===== config.mk =====
export PLATFORM = sky130hd
export DESIGN_NAME = adc_serial_port
export DESIGN_NICKNAME = d
export VERILOG_FILES = /design/src/adc_port_pkg.sv /design/src/adc_serial_port.sv /design/src/adc_word_fifo.sv
export SDC_FILE = /design/constraint.sdc
export NUM_CORES = 1
export LEC_CHECK = 0
export BUFFER_PORTS_ARGS = -buffer_cell sky130_fd_sc_hd__buf_2
export CAP_MARGIN = 20
export CORE_MARGIN = 5
export CORE_UTILIZATION = 56
export DETAILED_ROUTE_END_ITERATION = 8
export GPL_TIMING_DRIVEN = 0
export MAX_ROUTING_LAYER = met4
export PLACE_DENSITY = 0.76
export SLEW_MARGIN = 30
export SYNTH_ARGS = -nofsm -noshare
export SYNTH_HDL_FRONTEND = slang
export SYNTH_HIERARCHICAL = 1
export SYNTH_SLANG_ARGS = --single-unit

===== constraint.sdc =====
create_clock -name i_clk -period 3.1 [get_ports i_clk]
set_clock_uncertainty 0.15 [all_clocks]
set_input_delay 0.155 -clock i_clk [delete_from_list [all_inputs] [get_ports i_clk]]
set_output_delay 0.155 -clock i_clk [all_outputs]
set_load 0.01 [all_outputs]

===== src/adc_port_pkg.sv =====
// constants and helper functions used by the serial port; the fifo takes only parameters
`default_nettype none
package adc_port_pkg;
  // command byte layout
  localparam int CMD_BITS = 8;
  localparam int CMD_RW_BIT = 6;
  localparam int ADDR_W = 6;
  localparam logic [7:0] CMD_CONT_READ = 8'h44;
  // register addresses held inside the port
  localparam logic [5:0] ADDR_STATUS = 6'h00;
  localparam logic [5:0] ADDR_IFMODE = 6'h02;
  localparam logic [5:0] ADDR_DATA = 6'h04;
  // register widths in bits
  localparam logic [5:0] LEN_STATUS = 6'h08;
  localparam logic [5:0] LEN_IFMODE = 6'h10;
  localparam logic [5:0] LEN_DATA = 6'h18;
  localparam logic [5:0] LEN_DATA_STAT = 6'h20;
  localparam logic [5:0] LEN_EXT = 6'h10;
  localparam logic [5:0] LEN_WORD = 6'h20;
  localparam int DATA_BITS = 24;
  localparam int CHAN_BITS = 4;
  // interface mode register fields
  localparam int IFM_CONTREAD = 7;
  localparam int IFM_DATA_STAT = 6;
  localparam int IFM_CHK_LO = 2;
  localparam logic [15:0] IFMODE_RST = 16'h0000;
  // checksum select codes
  localparam logic [1:0] CHK_OFF = 2'h0;
  localparam logic [1:0] CHK_XOR = 2'h1;
  // status byte fields
  localparam int ST_RDY = 7;
  localparam int ST_CHK_ERR = 5;
  // crc generator x^8 + x^2 + x + 1 without the x^8 term
  localparam logic [7:0] CRC_POLY = 8'h07;
  localparam logic [6:0] SRST_LAST = 7'h3f;
  localparam int FIFO_DEPTH = 16;
  localparam logic [2:0] SYNC_RST = 3'h6;

  // one message bit into the crc, msb first, zero start, no inversion
  function automatic logic [7:0] crc_step(input logic [7:0] c,
                                          input logic b);
    crc_step = {c[6:0], 1'b0} ^ ((c[7] ^ b) ? CRC_POLY : 8'h00);
  endfunction

  // one message bit into the bytewise xor at its bit position
  function automatic logic [7:0] xor_step(input logic [7:0] x,
                                          input logic b,
                                          input logic [2:0] pos);
    logic [7:0] m;
    m = 8'h00;
    m[3'h7 - pos] = b;
    xor_step = x ^ m;
  endfunction

  // crc after the implied continuous read command
  function automatic logic [7:0] crc_byte(input logic [7:0] v);
    logic [7:0] c;
    c = 8'h00;
    for (int i = 7; i >= 0; i--) begin
      c = crc_step(c, v[i]);
    end
    crc_byte = c;
  endfunction

  // width of a register in bits
  function automatic logic [5:0] reg_len(input logic [5:0] a,
                                         input logic stat);
    if (a == ADDR_STATUS) begin
      reg_len = LEN_STATUS;
    end else if (a == ADDR_IFMODE) begin
      reg_len = LEN_IFMODE;
    end else if (a == ADDR_DATA) begin
      reg_len = stat ? LEN_DATA_STAT : LEN_DATA;
    end else begin
      reg_len = LEN_EXT;
    end
  endfunction
endpackage
`default_nettype wire


===== src/adc_serial_port.sv =====
// serial host port of the converter with ready signalling and checksums
// Notes on behaviour
// RQ1 - all serial data moves only on edges of the host serial clock
// RQ2 - shared output pin falls low on fresh data only while selected
// RQ3 - shared pin returns high after a data register read completes
// RQ4 - ready goes high one step before the data register updates
// RQ5 - host watches ready and finishes reading before the next result
// RQ6 - data rereadable normally; continuous read delivers each result once
// RQ7 - three-wire use with select tied low must work
// RQ8 - status register carries the ready bit for polling
// RQ9 - 64 clocks with input high resets port and registers
// RQ10 - host waits 500 us after a serial reset
// RQ11 - bad write checksum sets the checksum error status flag
// RQ12 - host reads back a protected write to confirm it
// RQ13 - writes are always checked with crc x^8+x^2+x+1
// RQ14 - mode field turns checksum off, or picks crc or xor for reads
// RQ15 - checksum byte follows the last data bit of each transfer
// RQ16 - host write checksum covers command byte plus 8 to 24 data bits
// RQ17 - read checksum covers command byte plus 8 to 32 data bits
// RQ18 - continuous read checksum includes implied command 0x44
// RQ19 - crc is remainder of message with eight zeros appended
// RQ20 - xor checksum combines all message bytes into one byte
// RQ21 - host uses select to address this device on a shared bus
// RQ22 - append option sends status after data, low nibble is channel
// RQ23 - sample input on rising, drive output on falling, msb first
// RQ24 - crc starts at zero, msb first, no final inversion
`default_nettype none
module adc_serial_port (
  input wire logic i_clk,
  input wire logic i_rst_n,
  input wire logic i_ce,
  input wire logic i_cs_n,
  input wire logic i_sclk,
  input wire logic i_din,
  output logic o_dout,
  output logic o_dout_oe,
  input wire logic i_conv_valid,
  output logic o_conv_ready,
  input wire logic [23:0] i_conv_data,
  input wire logic [3:0] i_conv_chan,
  input wire logic [15:0] i_ext_rd_data,
  output logic o_ext_wr_stb,
  output logic [5:0] o_ext_wr_addr,
  output logic [23:0] o_ext_wr_data,
  output logic o_soft_rst,
  output logic [15:0] o_ifmode,
  output logic o_rdy_n,
  output logic o_chk_err
);
  typedef enum logic [2:0] {
    ST_CMD, ST_WR, ST_WCHK, ST_RD, ST_RCHK
  } port_st_t;

  port_st_t st_ff;
  logic [2:0] sync_ff [3];
  logic [2:0] lvl_ff;
  logic [2:0] raw;
  logic cs_n_l;
  logic sclk_l;
  logic din_l;
  logic rise;
  logic fall;
  logic [5:0] cnt_ff;
  logic [5:0] len_ff;
  logic [5:0] addr_ff;
  logic [23:0] in_sr_ff;
  logic [31:0] out_sr_ff;
  logic [7:0] crc_ff;
  logic [7:0] xor_ff;
  logic [7:0] chk_in_ff;
  logic fin_ff;
  logic dout_ff;
  logic wr_stb_ff;
  logic chk_bad_ff;
  logic rd_done_ff;
  logic [6:0] ones_ff;
  logic srst_ff;
  logic [15:0] ifmode_ff;
  logic [23:0] data_ff;
  logic [3:0] chan_ff;
  logic rdy_n_ff;
  logic upd_ff;
  logic taken_ff;
  logic chk_err_ff;
  logic [1:0] chk_sel;
  logic cont;
  logic stat_on;
  logic reading;
  logic data_busy;
  logic fifo_vld;
  logic fifo_pop;
  logic [27:0] fifo_q;
  logic [7:0] cmd_byte;
  logic [7:0] status_byte;
  logic [31:0] rd_word;
  logic [7:0] crc_nx;
  logic [7:0] xor_nx;
  logic [7:0] crc_out_nx;
  logic [7:0] xor_out_nx;
  logic [5:0] len_cmd;

  // idle level of one synchronised pin, used as its reset value
  function automatic logic sync_rst_bit(input int b);
    sync_rst_bit = adc_port_pkg::SYNC_RST[b];
  endfunction

  // three-stage synchronisers for select, clock and data
  assign raw = {i_cs_n, i_sclk, i_din};
  for (genvar g = 0; g < 3; g++) begin : g_sync
    always_ff @(posedge i_clk or negedge i_rst_n) begin
      if (!i_rst_n) begin
        sync_ff[g] <= {3{sync_rst_bit(g)}};
        lvl_ff[g] <= sync_rst_bit(g);
      end else if (i_ce) begin
        sync_ff[g] <= {sync_ff[g][1:0], raw[g]};
        // accept a change once stages two and three agree
        if (sync_ff[g][1] == sync_ff[g][2]) begin
          lvl_ff[g] <= sync_ff[g][2];
        end
      end
    end
  end

  // filtered levels and serial clock edges
  assign cs_n_l = lvl_ff[2];
  assign sclk_l = lvl_ff[1];
  assign din_l = lvl_ff[0];
  assign rise = (sync_ff[1][1] == sync_ff[1][2]) && sync_ff[1][2]
                && !sclk_l; // RQ1
  assign fall = (sync_ff[1][1] == sync_ff[1][2]) && !sync_ff[1][2]
                && sclk_l; // RQ1

  // mode decode from the interface mode register
  assign chk_sel = ifmode_ff[adc_port_pkg::IFM_CHK_LO +: 2];
  assign cont = ifmode_ff[adc_port_pkg::IFM_CONTREAD];
  assign stat_on = ifmode_ff[adc_port_pkg::IFM_DATA_STAT];
  assign reading = (st_ff == ST_RD) || (st_ff == ST_RCHK);
  assign data_busy = reading && (addr_ff == adc_port_pkg::ADDR_DATA);
  assign cmd_byte = {in_sr_ff[6:0], din_l};
  assign len_cmd = adc_port_pkg::reg_len(cmd_byte[5:0], stat_on);

  // status byte: ready, checksum error, source channel
  always_comb begin
    status_byte = 8'h00;
    status_byte[adc_port_pkg::ST_RDY] = rdy_n_ff; // RQ8
    status_byte[adc_port_pkg::ST_CHK_ERR] = chk_err_ff; // RQ11
    status_byte[3:0] = chan_ff; // RQ22
  end

  // read word selected by the command address, right aligned
  always_comb begin
    if (cmd_byte[5:0] == adc_port_pkg::ADDR_STATUS) begin
      rd_word = {24'h000000, status_byte};
    end else if (cmd_byte[5:0] == adc_port_pkg::ADDR_IFMODE) begin
      rd_word = {16'h0000, ifmode_ff};
    end else if (cmd_byte[5:0] == adc_port_pkg::ADDR_DATA) begin
      rd_word = stat_on ? {data_ff, status_byte} : {8'h00, data_ff}; // RQ22
    end else begin
      rd_word = {16'h0000, i_ext_rd_data};
    end
  end

  // running checksums for a sampled bit and for a driven bit
  assign crc_nx = adc_port_pkg::crc_step(crc_ff, din_l); // RQ19
  assign xor_nx = adc_port_pkg::xor_step(xor_ff, din_l, cnt_ff[2:0]);
  assign crc_out_nx = adc_port_pkg::crc_step(crc_ff, out_sr_ff[31]);
  assign xor_out_nx = adc_port_pkg::xor_step(xor_ff, out_sr_ff[31],
                                             cnt_ff[2:0]); // RQ20

  // serial engine; select high aborts any partial transfer
  always_ff @(posedge i_clk or negedge i_rst_n) begin
    if (!i_rst_n) begin
      st_ff <= ST_CMD;
      cnt_ff <= 6'h00;
      len_ff <= 6'h00;
      addr_ff <= 6'h00;
      in_sr_ff <= 24'h000000;
      out_sr_ff <= 32'h00000000;
      crc_ff <= 8'h00;
      xor_ff <= 8'h00;
      chk_in_ff <= 8'h00;
      fin_ff <= 1'b0;
      dout_ff <= 1'b1;
      wr_stb_ff <= 1'b0;
      chk_bad_ff <= 1'b0;
      rd_done_ff <= 1'b0;
    end else if (i_ce) begin
      wr_stb_ff <= 1'b0;
      chk_bad_ff <= 1'b0;
      rd_done_ff <= 1'b0;
      if (srst_ff || cs_n_l) begin
        st_ff <= ST_CMD; // RQ9
        cnt_ff <= 6'h00;
        crc_ff <= 8'h00; // RQ24
        xor_ff <= 8'h00;
        fin_ff <= 1'b0;
      end else begin
        unique case (st_ff)
          ST_CMD: begin
            if (cont && !rdy_n_ff && !taken_ff) begin
              // continuous read: no command, seed with implied byte
              st_ff <= ST_RD; // RQ6
              addr_ff <= adc_port_pkg::ADDR_DATA;
              len_ff <= adc_port_pkg::reg_len(adc_port_pkg::ADDR_DATA,
                                               stat_on);
              out_sr_ff <= stat_on ? {data_ff, status_byte}
                                   : {data_ff, 8'h00};
              crc_ff <= adc_port_pkg::crc_byte(
                          adc_port_pkg::CMD_CONT_READ); // RQ18
              xor_ff <= adc_port_pkg::CMD_CONT_READ; // RQ18
              cnt_ff <= 6'h00;
            end else if (rise && !cont) begin
              in_sr_ff <= {in_sr_ff[22:0], din_l}; // RQ23
              crc_ff <= crc_nx; // RQ13
              xor_ff <= xor_nx;
              cnt_ff <= cnt_ff + 6'h01;
              if (cnt_ff == 6'(adc_port_pkg::CMD_BITS - 1)) begin
                addr_ff <= cmd_byte[5:0];
                len_ff <= len_cmd;
                cnt_ff <= 6'h00;
                if (cmd_byte[adc_port_pkg::CMD_RW_BIT]) begin
                  st_ff <= ST_RD; // RQ17
                  out_sr_ff <= rd_word << (adc_port_pkg::LEN_WORD
                                           - len_cmd);
                end else begin
                  st_ff <= ST_WR; // RQ16
                  // drop the command bits so write data lands right aligned
                  in_sr_ff <= 24'h000000;
                end
              end
            end
          end
          ST_WR: begin
            if (rise) begin
              in_sr_ff <= {in_sr_ff[22:0], din_l}; // RQ23
              crc_ff <= crc_nx; // RQ13
              cnt_ff <= cnt_ff + 6'h01;
              if (cnt_ff == len_ff - 6'h01) begin
                cnt_ff <= 6'h00;
                if (chk_sel != adc_port_pkg::CHK_OFF) begin
                  st_ff <= ST_WCHK; // RQ15
                end else begin
                  st_ff <= ST_CMD;
                  wr_stb_ff <= 1'b1;
                  crc_ff <= 8'h00;
                  xor_ff <= 8'h00;
                end
              end
            end
          end
          ST_WCHK: begin
            if (rise) begin
              chk_in_ff <= {chk_in_ff[6:0], din_l};
              cnt_ff <= cnt_ff + 6'h01;
              if (cnt_ff == 6'h07) begin
                // writes are checked by crc whatever the read choice
                if ({chk_in_ff[6:0], din_l} == crc_ff) begin // RQ13
                  wr_stb_ff <= 1'b1;
                end else begin
                  chk_bad_ff <= 1'b1; // RQ11
                end
                st_ff <= ST_CMD;
                cnt_ff <= 6'h00;
                crc_ff <= 8'h00;
                xor_ff <= 8'h00;
              end
            end
          end
          ST_RD, ST_RCHK: begin
            if (fall && !fin_ff) begin
              dout_ff <= out_sr_ff[31]; // RQ23
              out_sr_ff <= {out_sr_ff[30:0], 1'b0};
              cnt_ff <= cnt_ff + 6'h01;
              if (st_ff == ST_RD) begin
                crc_ff <= crc_out_nx; // RQ17
                xor_ff <= xor_out_nx;
                if (cnt_ff == len_ff - 6'h01) begin
                  cnt_ff <= 6'h00;
                  if (chk_sel == adc_port_pkg::CHK_OFF) begin
                    fin_ff <= 1'b1;
                  end else begin
                    // checksum rides right behind the last data bit
                    st_ff <= ST_RCHK; // RQ15
                    out_sr_ff <= {(chk_sel == adc_port_pkg::CHK_XOR)
                                  ? xor_out_nx : crc_out_nx,
                                  24'h000000}; // RQ14
                  end
                end
              end else if (cnt_ff == 6'h07) begin
                fin_ff <= 1'b1;
              end
            end else if (rise && fin_ff) begin
              // hold the last bit until the host has sampled it
              rd_done_ff <= 1'b1;
              fin_ff <= 1'b0;
              st_ff <= ST_CMD;
              cnt_ff <= 6'h00;
              crc_ff <= 8'h00;
              xor_ff <= 8'h00;
            end
          end
        endcase
      end
    end
  end

  // serial reset: 64 rising clocks with select low and input high
  always_ff @(posedge i_clk or negedge i_rst_n) begin
    if (!i_rst_n) begin
      ones_ff <= 7'h00;
      srst_ff <= 1'b0;
    end else if (i_ce) begin
      srst_ff <= 1'b0;
      if (cs_n_l) begin
        ones_ff <= 7'h00;
      end else if (rise) begin
        if (!din_l) begin
          ones_ff <= 7'h00;
        end else if (ones_ff == adc_port_pkg::SRST_LAST) begin
          ones_ff <= 7'h00;
          srst_ff <= 1'b1; // RQ9
        end else begin
          ones_ff <= ones_ff + 7'h01;
        end
      end
    end
  end

  // interface mode register, restored by the serial reset
  always_ff @(posedge i_clk or negedge i_rst_n) begin
    if (!i_rst_n) begin
      ifmode_ff <= adc_port_pkg::IFMODE_RST;
    end else if (i_ce) begin
      if (srst_ff) begin
        ifmode_ff <= adc_port_pkg::IFMODE_RST; // RQ9
      end else if (wr_stb_ff && addr_ff == adc_port_pkg::ADDR_IFMODE) begin
        ifmode_ff <= in_sr_ff[15:0]; // RQ14
      end
    end
  end

  // checksum error flag; a new error wins over the clearing read
  always_ff @(posedge i_clk or negedge i_rst_n) begin
    if (!i_rst_n) begin
      chk_err_ff <= 1'b0;
    end else if (i_ce) begin
      if (srst_ff) begin
        chk_err_ff <= 1'b0;
      end else if (chk_bad_ff) begin
        chk_err_ff <= 1'b1; // RQ11
      end else if (rd_done_ff && addr_ff == adc_port_pkg::ADDR_STATUS) begin
        chk_err_ff <= 1'b0;
      end
    end
  end

  // conversion words wait in the fifo while a data read is running
  adc_word_fifo #(
    .WIDTH(adc_port_pkg::DATA_BITS + adc_port_pkg::CHAN_BITS),
    .DEPTH(adc_port_pkg::FIFO_DEPTH)
  ) u_fifo (
    .i_clk(i_clk),
    .i_rst_n(i_rst_n),
    .i_ce(i_ce),
    .i_in_valid(i_conv_valid),
    .o_in_ready(o_conv_ready),
    .i_in_data({i_conv_data, i_conv_chan}),
    .o_out_valid(fifo_vld),
    .i_out_ready(fifo_pop),
    .o_out_data(fifo_q)
  );

  assign fifo_pop = upd_ff && !data_busy;

  // data register update: raise ready, then load and drop ready
  always_ff @(posedge i_clk or negedge i_rst_n) begin
    if (!i_rst_n) begin
      upd_ff <= 1'b0;
      rdy_n_ff <= 1'b1;
      taken_ff <= 1'b0;
      data_ff <= 24'h000000;
      chan_ff <= 4'h0;
    end else if (i_ce) begin
      if (srst_ff) begin
        upd_ff <= 1'b0;
        rdy_n_ff <= 1'b1;
        taken_ff <= 1'b0;
        data_ff <= 24'h000000;
        chan_ff <= 4'h0;
      end else if (fifo_pop) begin
        data_ff <= fifo_q[27:4];
        chan_ff <= fifo_q[3:0]; // RQ22
        rdy_n_ff <= 1'b0; // RQ2
        taken_ff <= 1'b0;
        upd_ff <= 1'b0;
      end else if (fifo_vld && !upd_ff && !data_busy) begin
        // warn the host off before the word changes
        upd_ff <= 1'b1;
        rdy_n_ff <= 1'b1; // RQ4
      end else if (rd_done_ff && addr_ff == adc_port_pkg::ADDR_DATA) begin
        rdy_n_ff <= 1'b1; // RQ3
        taken_ff <= 1'b1; // RQ6
      end
    end
  end

  // shared pin: data during a read, otherwise inverted ready
  assign o_dout = reading ? dout_ff : rdy_n_ff; // RQ2
  // driven only while selected; select tied low gives three-wire use
  assign o_dout_oe = !cs_n_l; // RQ7

  // write strobe for registers kept outside this port
  assign o_ext_wr_stb = wr_stb_ff
                        && (addr_ff != adc_port_pkg::ADDR_STATUS)
                        && (addr_ff != adc_port_pkg::ADDR_IFMODE)
                        && (addr_ff != adc_port_pkg::ADDR_DATA);
  assign o_ext_wr_addr = addr_ff;
  assign o_ext_wr_data = in_sr_ff;
  assign o_soft_rst = srst_ff; // RQ9
  assign o_ifmode = ifmode_ff;
  assign o_rdy_n = rdy_n_ff;
  assign o_chk_err = chk_err_ff;
endmodule
`default_nettype wire


===== src/adc_word_fifo.sv =====
// flip-flop fifo carrying conversion words toward the data register
`default_nettype none
module adc_word_fifo #(
  parameter int WIDTH = 28,
  parameter int DEPTH = 16
) (
  input wire logic i_clk,
  input wire logic i_rst_n,
  input wire logic i_ce,
  input wire logic i_in_valid,
  output logic o_in_ready,
  input wire logic [WIDTH-1:0] i_in_data,
  output logic o_out_valid,
  input wire logic i_out_ready,
  output logic [WIDTH-1:0] o_out_data
);
  localparam int AW = $clog2(DEPTH);
  logic [WIDTH-1:0] mem_ff [DEPTH];
  logic [AW-1:0] wr_ff;
  logic [AW-1:0] rd_ff;
  logic [AW:0] cnt_ff;
  logic push;
  logic pop;

  // full and empty follow the occupancy count
  assign o_in_ready = (cnt_ff != (AW+1)'(DEPTH));
  assign o_out_valid = (cnt_ff != '0);
  assign o_out_data = mem_ff[rd_ff];
  assign push = i_in_valid && o_in_ready;
  assign pop = o_out_valid && i_out_ready;

  // storage is written only, never reset
  always_ff @(posedge i_clk) begin
    if (i_ce && push) begin
      mem_ff[wr_ff] <= i_in_data;
    end
  end

  // pointers wrap; depth is a power of two
  always_ff @(posedge i_clk or negedge i_rst_n) begin
    if (!i_rst_n) begin
      wr_ff <= '0;
      rd_ff <= '0;
      cnt_ff <= '0;
    end else if (i_ce) begin
      if (push) begin
        wr_ff <= wr_ff + 1'b1;
      end
      if (pop) begin
        rd_ff <= rd_ff + 1'b1;
      end
      if (push && !pop) begin
        cnt_ff <= cnt_ff + 1'b1;
      end else if (pop && !push) begin
        cnt_ff <= cnt_ff - 1'b1;
      end
    end
  end
endmodule
`default_nettype wire


# --- Yosys cells after proc, flatten, opt, wreduce, memory -nomap -nowiden ---
# Memories as Yosys holds them, arrays and structs flattened.
# Cells that the tools add are included.
op_classes:
  order_cmp: 2
  eq_ne: 41
  mux: 140
  bitwise: 9
  reduce_logical: 83
  add_sub_neg: 9
  n_shift: 1
op_table:
  columns: ["op", "n"]
  rows:
  - ["two-way mux 32 bit", 12]
  - ["two-way mux 24 bit", 7]
  - ["two-way mux 8 bit", 21]
  - ["two-way mux 6 bit", 20]
  - ["one-hot mux 32 bit (2 select lines)", 1]
  - ["one-hot mux 8 bit (4 select lines)", 2]
  - ["one-hot mux 24 bit (2 select lines)", 1]
  - ["two-way mux 1 bit", 45]
  - ["two-way mux 3 bit", 15]
  - ["two-way mux 16 bit", 2]
  - ["left shift 32 x 6 -> 32 bit", 1]
  - ["two-way mux 7 bit", 4]
  - ["inequality test 4 bit (second input constant)", 7]
  - ["logical AND 1 bit", 25]
  - ["inequality test 3 bit (second input constant)", 8]
  - ["one-hot mux 6 bit (4 select lines)", 1]
  - ["AND reduction 2 bit", 12]
  - ["nonzero test 2 bit", 10]
  - ["equality test 6 x 3 -> 1 bit (second input constant)", 3]
  - ["bitwise AND 8 bit", 2]
  - ["bitwise XOR 8 x 3 -> 8 bit", 2]
  - ["bitwise XOR 8 bit", 2]
  - ["AND reduction 7 bit", 2]
  - ["equality test 6 x 2 -> 1 bit (second input constant)", 2]
  - ["other kinds (48)", 78]
totals:
  in_bits: 51
  output_inout_bits: 53
  memories: 1
  ff_bits: 186
  mem_bits_rw: 448
mem_list:
  columns: ["name", "depth", "word_bits", "read_ports", "rd_ports_with_merged_regs", "write_ports", "line_no", "text"]
  rows:
  - ["u_fifo.mem_ff", 16, 28, 1, 0, 1, "adc_word_fifo.sv:18", "logic [WIDTH-1:0] mem_ff [DEPTH];"]

# --- Depth between registers and ports, before layout ---
logic_depth:
  word_depth: 13
  ltp_mapped: 13
  depth_no_buf: 12

# --- Hierarchy ---
# Netlist, hierarchy kept.
by_module_without_submodules:
  columns: ["mod", "n_inst", "area_per_inst_um2", "cells_per_inst"]
  rows:
  - ["adc_word_fifo", 1, 17635.7, 781]
  - ["adc_serial_port", 1, 10020.9, 1090]

# --- Worst setup path before layout ---
# OpenSTA, ideal clock, no wires.
synth_path:
  path_type: "flip-flop to flip-flop"
  from: "register addr_ff[0] (netlist: o_ext_wr_addr[0])"
  to: "register u_fifo.cnt_ff[4]"
  t_arrival_ns: 2.923
  path_buffers: 0
  setup_time_ns: 0.136
  synth_period_minus_slack_ns: 3.209
  path_stages_with_launch: 12
  slack_ns: -0.109
  path_cell_list: "dfrtp_1 or4_1 nor3b_2 and2_1 nor2_1 nand2_1 ha_1 inv_1 fa_1 a21o_1 a2111oi_0 o31ai_1"
synth_between:
  elab_chain_len: 9
  word_cells_on_any_way: 11
synth_lines:
  columns: ["item", "line_no", "text"]
  rows:
  - ["start, declared", "adc_serial_port.sv:65", "logic [5:0] addr_ff;"]
  - ["start signal, assigned", "adc_serial_port.sv:203", "addr_ff <= adc_port_pkg::ADDR_DATA;"]
  - ["start signal, assigned", "adc_serial_port.sv:218", "addr_ff <= cmd_byte[5:0];"]
  - ["equality test 6 x 3 -> 1 bit *", "adc_serial_port.sv:138", "assign data_busy = reading && (addr_ff == adc_port_pkg::ADDR_DATA);"]
  - ["logical AND 1 bit *", "adc_serial_port.sv:138", null]
  - ["zero test 1 bit *", "adc_serial_port.sv:373", "assign fifo_pop = upd_ff && !data_busy;"]
  - ["logical AND 1 bit *", "adc_serial_port.sv:373", null]
  - ["via fifo_pop", "adc_serial_port.sv:91", "logic fifo_pop;"]
  - ["logical AND 1 bit *", "adc_word_fifo.sv:30", "assign pop = o_out_valid && i_out_ready;"]
  - ["zero test 1 bit", "adc_word_fifo.sv:52", "if (push && !pop) begin"]
  - ["logical AND 1 bit", "adc_word_fifo.sv:52", null]
  - ["nonzero test 2 bit (no source line)", null, null]
  - ["AND reduction 2 bit (no source line)", null, null]
  - ["end signal, assigned", "adc_word_fifo.sv:53", "cnt_ff <= cnt_ff + 1'b1;"]
  - ["end signal, assigned", "adc_word_fifo.sv:55", "cnt_ff <= cnt_ff - 1'b1;"]
  - ["end, declared", "adc_word_fifo.sv:21", "logic [AW:0] cnt_ff;"]
# The timed path passes the listed nets; every way through them passes the cells marked *.
# A chain may end at the register's enable or synchronous reset.

# --- Final worst setup path ---
layout_path:
  from: "register lvl_ff[0] (netlist: din_l)"
  to: "register out_sr_ff[28]"
layout_between:
  elab_chain_len: 11
  word_cells_on_any_way: 16
layout_lines:
  columns: ["item", "line_no", "text"]
  rows:
  - ["start, declared", "adc_serial_port.sv:56", "logic [2:0] lvl_ff;"]
  - ["start signal, assigned by index", "adc_serial_port.sv:113", "lvl_ff[g] <= sync_rst_bit(g);"]
  - ["start signal, assigned by index", "adc_serial_port.sv:118", "lvl_ff[g] <= sync_ff[g][2];"]
  - ["equality test 6 x 3 -> 1 bit", "adc_port_pkg.sv:72, adc_serial_port.sv:156", null]
  - ["two-way mux 6 bit", "adc_port_pkg.sv:72", "end else if (a == ADDR_DATA) begin"]
  - ["two-way mux 6 bit", "adc_port_pkg.sv:70", "end else if (a == ADDR_IFMODE) begin"]
  - ["two-way mux 6 bit", "adc_port_pkg.sv:68", "if (a == ADDR_STATUS) begin"]
  - ["subtractor 6 bit", "adc_serial_port.sv:224", "- len_cmd);"]
  - ["left shift 32 x 6 -> 32 bit *", "adc_serial_port.sv:223", "out_sr_ff <= rd_word << (adc_port_pkg::LEN_WORD"]
  - ["two-way mux 32 bit *", "adc_serial_port.sv:221", "if (cmd_byte[adc_port_pkg::CMD_RW_BIT]) begin"]
  - ["two-way mux 32 bit *", "adc_serial_port.sv:217", "if (cnt_ff == 6'(adc_port_pkg::CMD_BITS - 1)) begin"]
  - ["two-way mux 32 bit *", "adc_serial_port.sv:212", "end else if (rise && !cont) begin"]
  - ["two-way mux 32 bit *", "adc_serial_port.sv:200", "if (cont && !rdy_n_ff && !taken_ff) begin"]
  - ["one-hot mux 32 bit (2 select lines) *", "adc_serial_port.sv:198", "unique case (st_ff)"]
  - ["end signal, assigned", "adc_serial_port.sv:206", "out_sr_ff <= stat_on ? {data_ff, status_byte}"]
  - ["end signal, assigned", "adc_serial_port.sv:223", null]
  - ["end signal, assigned", "adc_serial_port.sv:272", "out_sr_ff <= {out_sr_ff[30:0], 1'b0};"]
  - ["end, declared", "adc_serial_port.sv:67", "logic [31:0] out_sr_ff;"]
# Every way passes the cells marked *; elsewhere a longest branch is shown, timed or not. The select of a mux whose other input is x is not followed.

==> impl_metrics.env <==
export IMPL_synth_edf_count=448
export IMPL_required_ns=3.47
export IMPL_wire_per_inst_um=27.57
export IMPL_clock_root_buffer="clkbuf_16"
export IMPL_grt_util_met1_pct=38.71
export IMPL_die_w_um=232.2
export IMPL_groute_layer_met2_usage_pct=49.16
export IMPL_syn2layout_area_growth_pct=17.35
export IMPL_synth_net_count=1938
export IMPL_grt_pass1_vias=18790
export IMPL_clockPowerShare_pct=27.7
export IMPL_antenna_found_initial=1
export IMPL_synth_area_mm2=0.02766
export IMPL_cts_sinks=631
export IMPL_ys_flop_type="edfxtp_1"
export IMPL_hold_class="in2reg"
export IMPL_ant_nets=0
export IMPL_gr_usage_met3_pct=4.268
export IMPL_reg2reg_depth=11
export IMPL_cts_tree="done"
export IMPL_status="finished, final reports clean"
export IMPL_drv_cap=0
export IMPL_clkTransAtPathRegs_ns=0.07
export IMPL_grt_pass1_wl_mm=118.4
export IMPL_p_per_area_mw_per_mm2=867.7
export IMPL_synth_avg_cell_area_um2=14.78
export IMPL_end_kind="flop"
export IMPL_dpl_cell_count=2656
export IMPL_cpPeakStageDelay_ns=0.48
export IMPL_power_switching_mw=9.822
export IMPL_cp_start_kind="flop"
export IMPL_cp_endpoint="out_sr_ff[28]"
export IMPL_peakVddDrop_mv=0.6507
export IMPL_setup_violations=0
export IMPL_hold_violations=0
export IMPL_top_usage_layer="met2"
export IMPL_drive_gt1_share_pct=24.23
export IMPL_timing_rr_end="out_sr_ff[28]"
export IMPL_fmax_ghz=0.3265
export IMPL_dpl_hpwl_mm=51.68
export IMPL_globalplace_congestion=0.9480
export IMPL_ys_async_sr_fraction_pct=29.00
export IMPL_wirelength_mm=78.29
export IMPL_fp_coreArea_mm2=0.04885
export IMPL_synthCells=1871
export IMPL_dp_worst_setup_slack_ns=-0.7587
export IMPL_relSlewSlack_pct=36.14
export IMPL_path_cells="buf_6 > nor4_4 > nand2_2 > a21oi_4 > inv_4 > ha_4 > xor2_1 > o41ai_4 > buf_4 > a211oi_1 > o31ai_1"
export IMPL_track_usage_pct=29.94
export IMPL_swShare_pct=34.88
export IMPL_worst_pin_slew_ns=0.9543
export IMPL_die_area_mm2=0.05393
export IMPL_synth_distinct_cells=99
export IMPL_leakagePower_nw=11.96
export IMPL_clk_latency_ns=0.65
export IMPL_slew_viol_final=0
export IMPL_combPwrFrac_pct=34.2
export IMPL_final_cell_count_no_fill=2840
export IMPL_ff2ff_setup_slack_ns=0.04
export IMPL_io_pins=104
export IMPL_synth_seq_cells=631
export IMPL_r2r_start="din_l"
export IMPL_drt_iter0_markers=1927
export IMPL_power_internal_mw=18.34
export IMPL_nets=2191
export IMPL_arrival_ns=3.43
export IMPL_avgViaCountPerCell=6.531
export IMPL_path_depth=11
export IMPL_fp_dieH_um=232.2
export IMPL_vias=18550
export IMPL_start_util_pct=56.62
export IMPL_holdWs_ns=0.04971
export IMPL_fin_ws_ns=0.03731
export IMPL_postLayoutCoreUtil_pct=66.44
export IMPL_cp_startpoint="din_l"
export IMPL_placed_area_mm2=0.02952
export IMPL_grt_ovfl_total=0
export IMPL_firstDrtPassIters=7
export IMPL_numCtsBuffers=61
export IMPL_critPathTopFamily="compound AO/OA/AOI/OAI gates"
export IMPL_fin_crit_ns=3.063
export IMPL_yosys_warnings=6
export IMPL_final_area_mm2=0.03245
export IMPL_cts_buffer_depth=3
export IMPL_cp_slowest_cell="o41ai_4"
export IMPL_yosysSeqAreaShare_pct=65.25
export IMPL_drc=0
export IMPL_period_share_pct=98.80
export IMPL_critPathKind="reg2reg"
export IMPL_rows=81
export IMPL_cts_htree_levels=2
export IMPL_grt_max_degree=86
export IMPL_worst_path_buf_inv=3
export IMPL_crit_fanout=8
export IMPL_rsz0062_at_grt="true"
export IMPL_power_frac_seq_pct=38.1
export IMPL_port_buffers=103
[synth_stat cells, drive strengths merged, types with 6 or more instances]
master / instances / area, µm²
nor2b: 11 / 68.82
buf: 47 / 314.0
edfxtp: 448 / 13450
o31ai: 18 / 140.1
or3: 7 / 48.80
nor2: 82 / 327.8
mux2i: 14 / 140.1
inv: 37 / 138.9
a21boi: 6 / 45.04
a221oi: 7 / 67.56
nand2: 172 / 655.6
a21o: 7 / 52.55
o211ai: 11 / 82.58
nand4: 22 / 137.6
o41ai: 14 / 216.5
nor3: 30 / 165.2
and2: 22 / 137.6
ha: 15 / 187.7
o21ai: 97 / 504.2
nand3b: 7 / 52.55
a31oi: 13 / 81.33
nor3b: 8 / 81.33
nand2b: 15 / 93.84
a21oi: 61 / 312.8
a22o: 65 / 569.3
a22oi: 61 / 457.9
mux2: 17 / 191.4
and3: 9 / 56.30
a211oi: 24 / 195.2
xnor2: 22 / 192.7
o22ai: 8 / 50.05
o21a: 6 / 45.04
dfrtp: 173 / 4329
nand3: 34 / 175.2
mux4: 112 / 2522
dfstp: 10 / 262.8
clkbuf: 74 / 281.5
xor2: 16 / 140.1
or4: 6 / 52.55
[logic make-up (layout without fill, tap and decap cells)]
group                    after synthesis  count (layout)  synth area share [%]
AO/OA/AOI/OAI                        440             440                 11.60
XOR/XNOR                              39              39                 1.289
adder cells (fa/ha/maj)               16              16                0.7510
buffers and inverters                158             462                 2.656
flip-flops                           631             631                 65.25
multiplexers                         143             143                 10.32
other                                  0               1                     0
AND/OR/NAND/NOR                      444             444                 8.134
[per-stage QoR]
step | total power [mW] | setup TNS, ns
finish | 28.16 | 0
global route | 29.34 | -0.1387
CTS | 27.83 | 0
detailed placement | 19.83 | -18.62
global placement | 19.51 | -212.06
floorplan | 16.81 | 0
[state kept, by name, indices dropped and copies added (netlist names), 7 cells and up]
name	count
out_sr_ff	32
crc_ff	8
ones_ff	7
sync_ff	9
o_ifmode	16
chk_in_ff	7
u_fifo/mem_ff	448
data_ff	24
o_ext_wr_data	24
xor_ff	8
[layout by cell type, fill, tap and decap left out, types with 61 or more instances in the layout]
cell type	n
mux4_2	112
dfrtp_1	171
clkbuf_1	75
a22o_1	65
edfxtp_1	448
a22oi_1	61
nor2_1	76
o21ai_0	74
clkbuf_16	63
nand2_1	167
buf_2	130
[worst min-delay path: stages]
cell and delay (ns):
buf_2 0.09, o21ai_0 0.09, o21ai_1 0.18, a221oi_1 0.13, o21ai_1 0.13
[power groups by stage]
stage          Sequential (mW)  Clock (mW)  Combinational, mW
4_1_cts                   10.7        7.87               9.28
3_3_place_gp              10.8           0               8.72
3_5_place_dp              10.8           0               9.01
2_1_floorplan             10.5           0               6.30
5_1_grt                   10.8        8.28               10.3
6_report                  10.7        7.80               9.64
[how the worst min path moves through the flow]
stage                     start  cells past startpoint               end
6_report       i_ext_rd_data[5]                      5      out_sr_ff[5]
5_1_grt        i_ext_rd_data[5]                      5      out_sr_ff[5]
4_1_cts        i_ext_rd_data[0]                      6      out_sr_ff[0]
3_5_place_dp            i_rst_n                      1  o_ext_wr_data[9]
3_3_place_gp              i_din                      2        sync_ff[6]
2_1_floorplan           i_rst_n                      0        chan_ff[0]
[final cells by class]
cell class | instances | area, µm²
diodes | 1 | 2.502
well taps | 664 | 830.8
inverters | 37 | 146.4
clock inverters | 37 | 473.0
flip-flops and latches | 631 | 18050
plain buffers | 121 | 623.1
repair buffers | 190 | 1639
clock buffers | 77 | 1639
multi-input cells | 1082 | 9054
fillers | 3401 | 16390
[per-layer routing]
layer / up-vias / share of wire [%]
li1: 7842 / -
met1: 9473 / 38
met2: 1033 / 50
met3: 201 / 7.6
met4: 0 / 4.0
met5: - / 0
[what timing repair did]
| item | CTS | global route |
|---|---|---|
| buffers inserted | 10 | 19 |
| cloned | 0 | 0 |
| pin swaps | 12 | 19 |
| gates resized for setup | 19 | 37 |
| endpoints found under the setup margin | 45 | 41 |
| hold buffers | 40 | 0 |
| endpoints found under the hold margin | 575 | 0 |
Power figures use the tool's default switching activity.
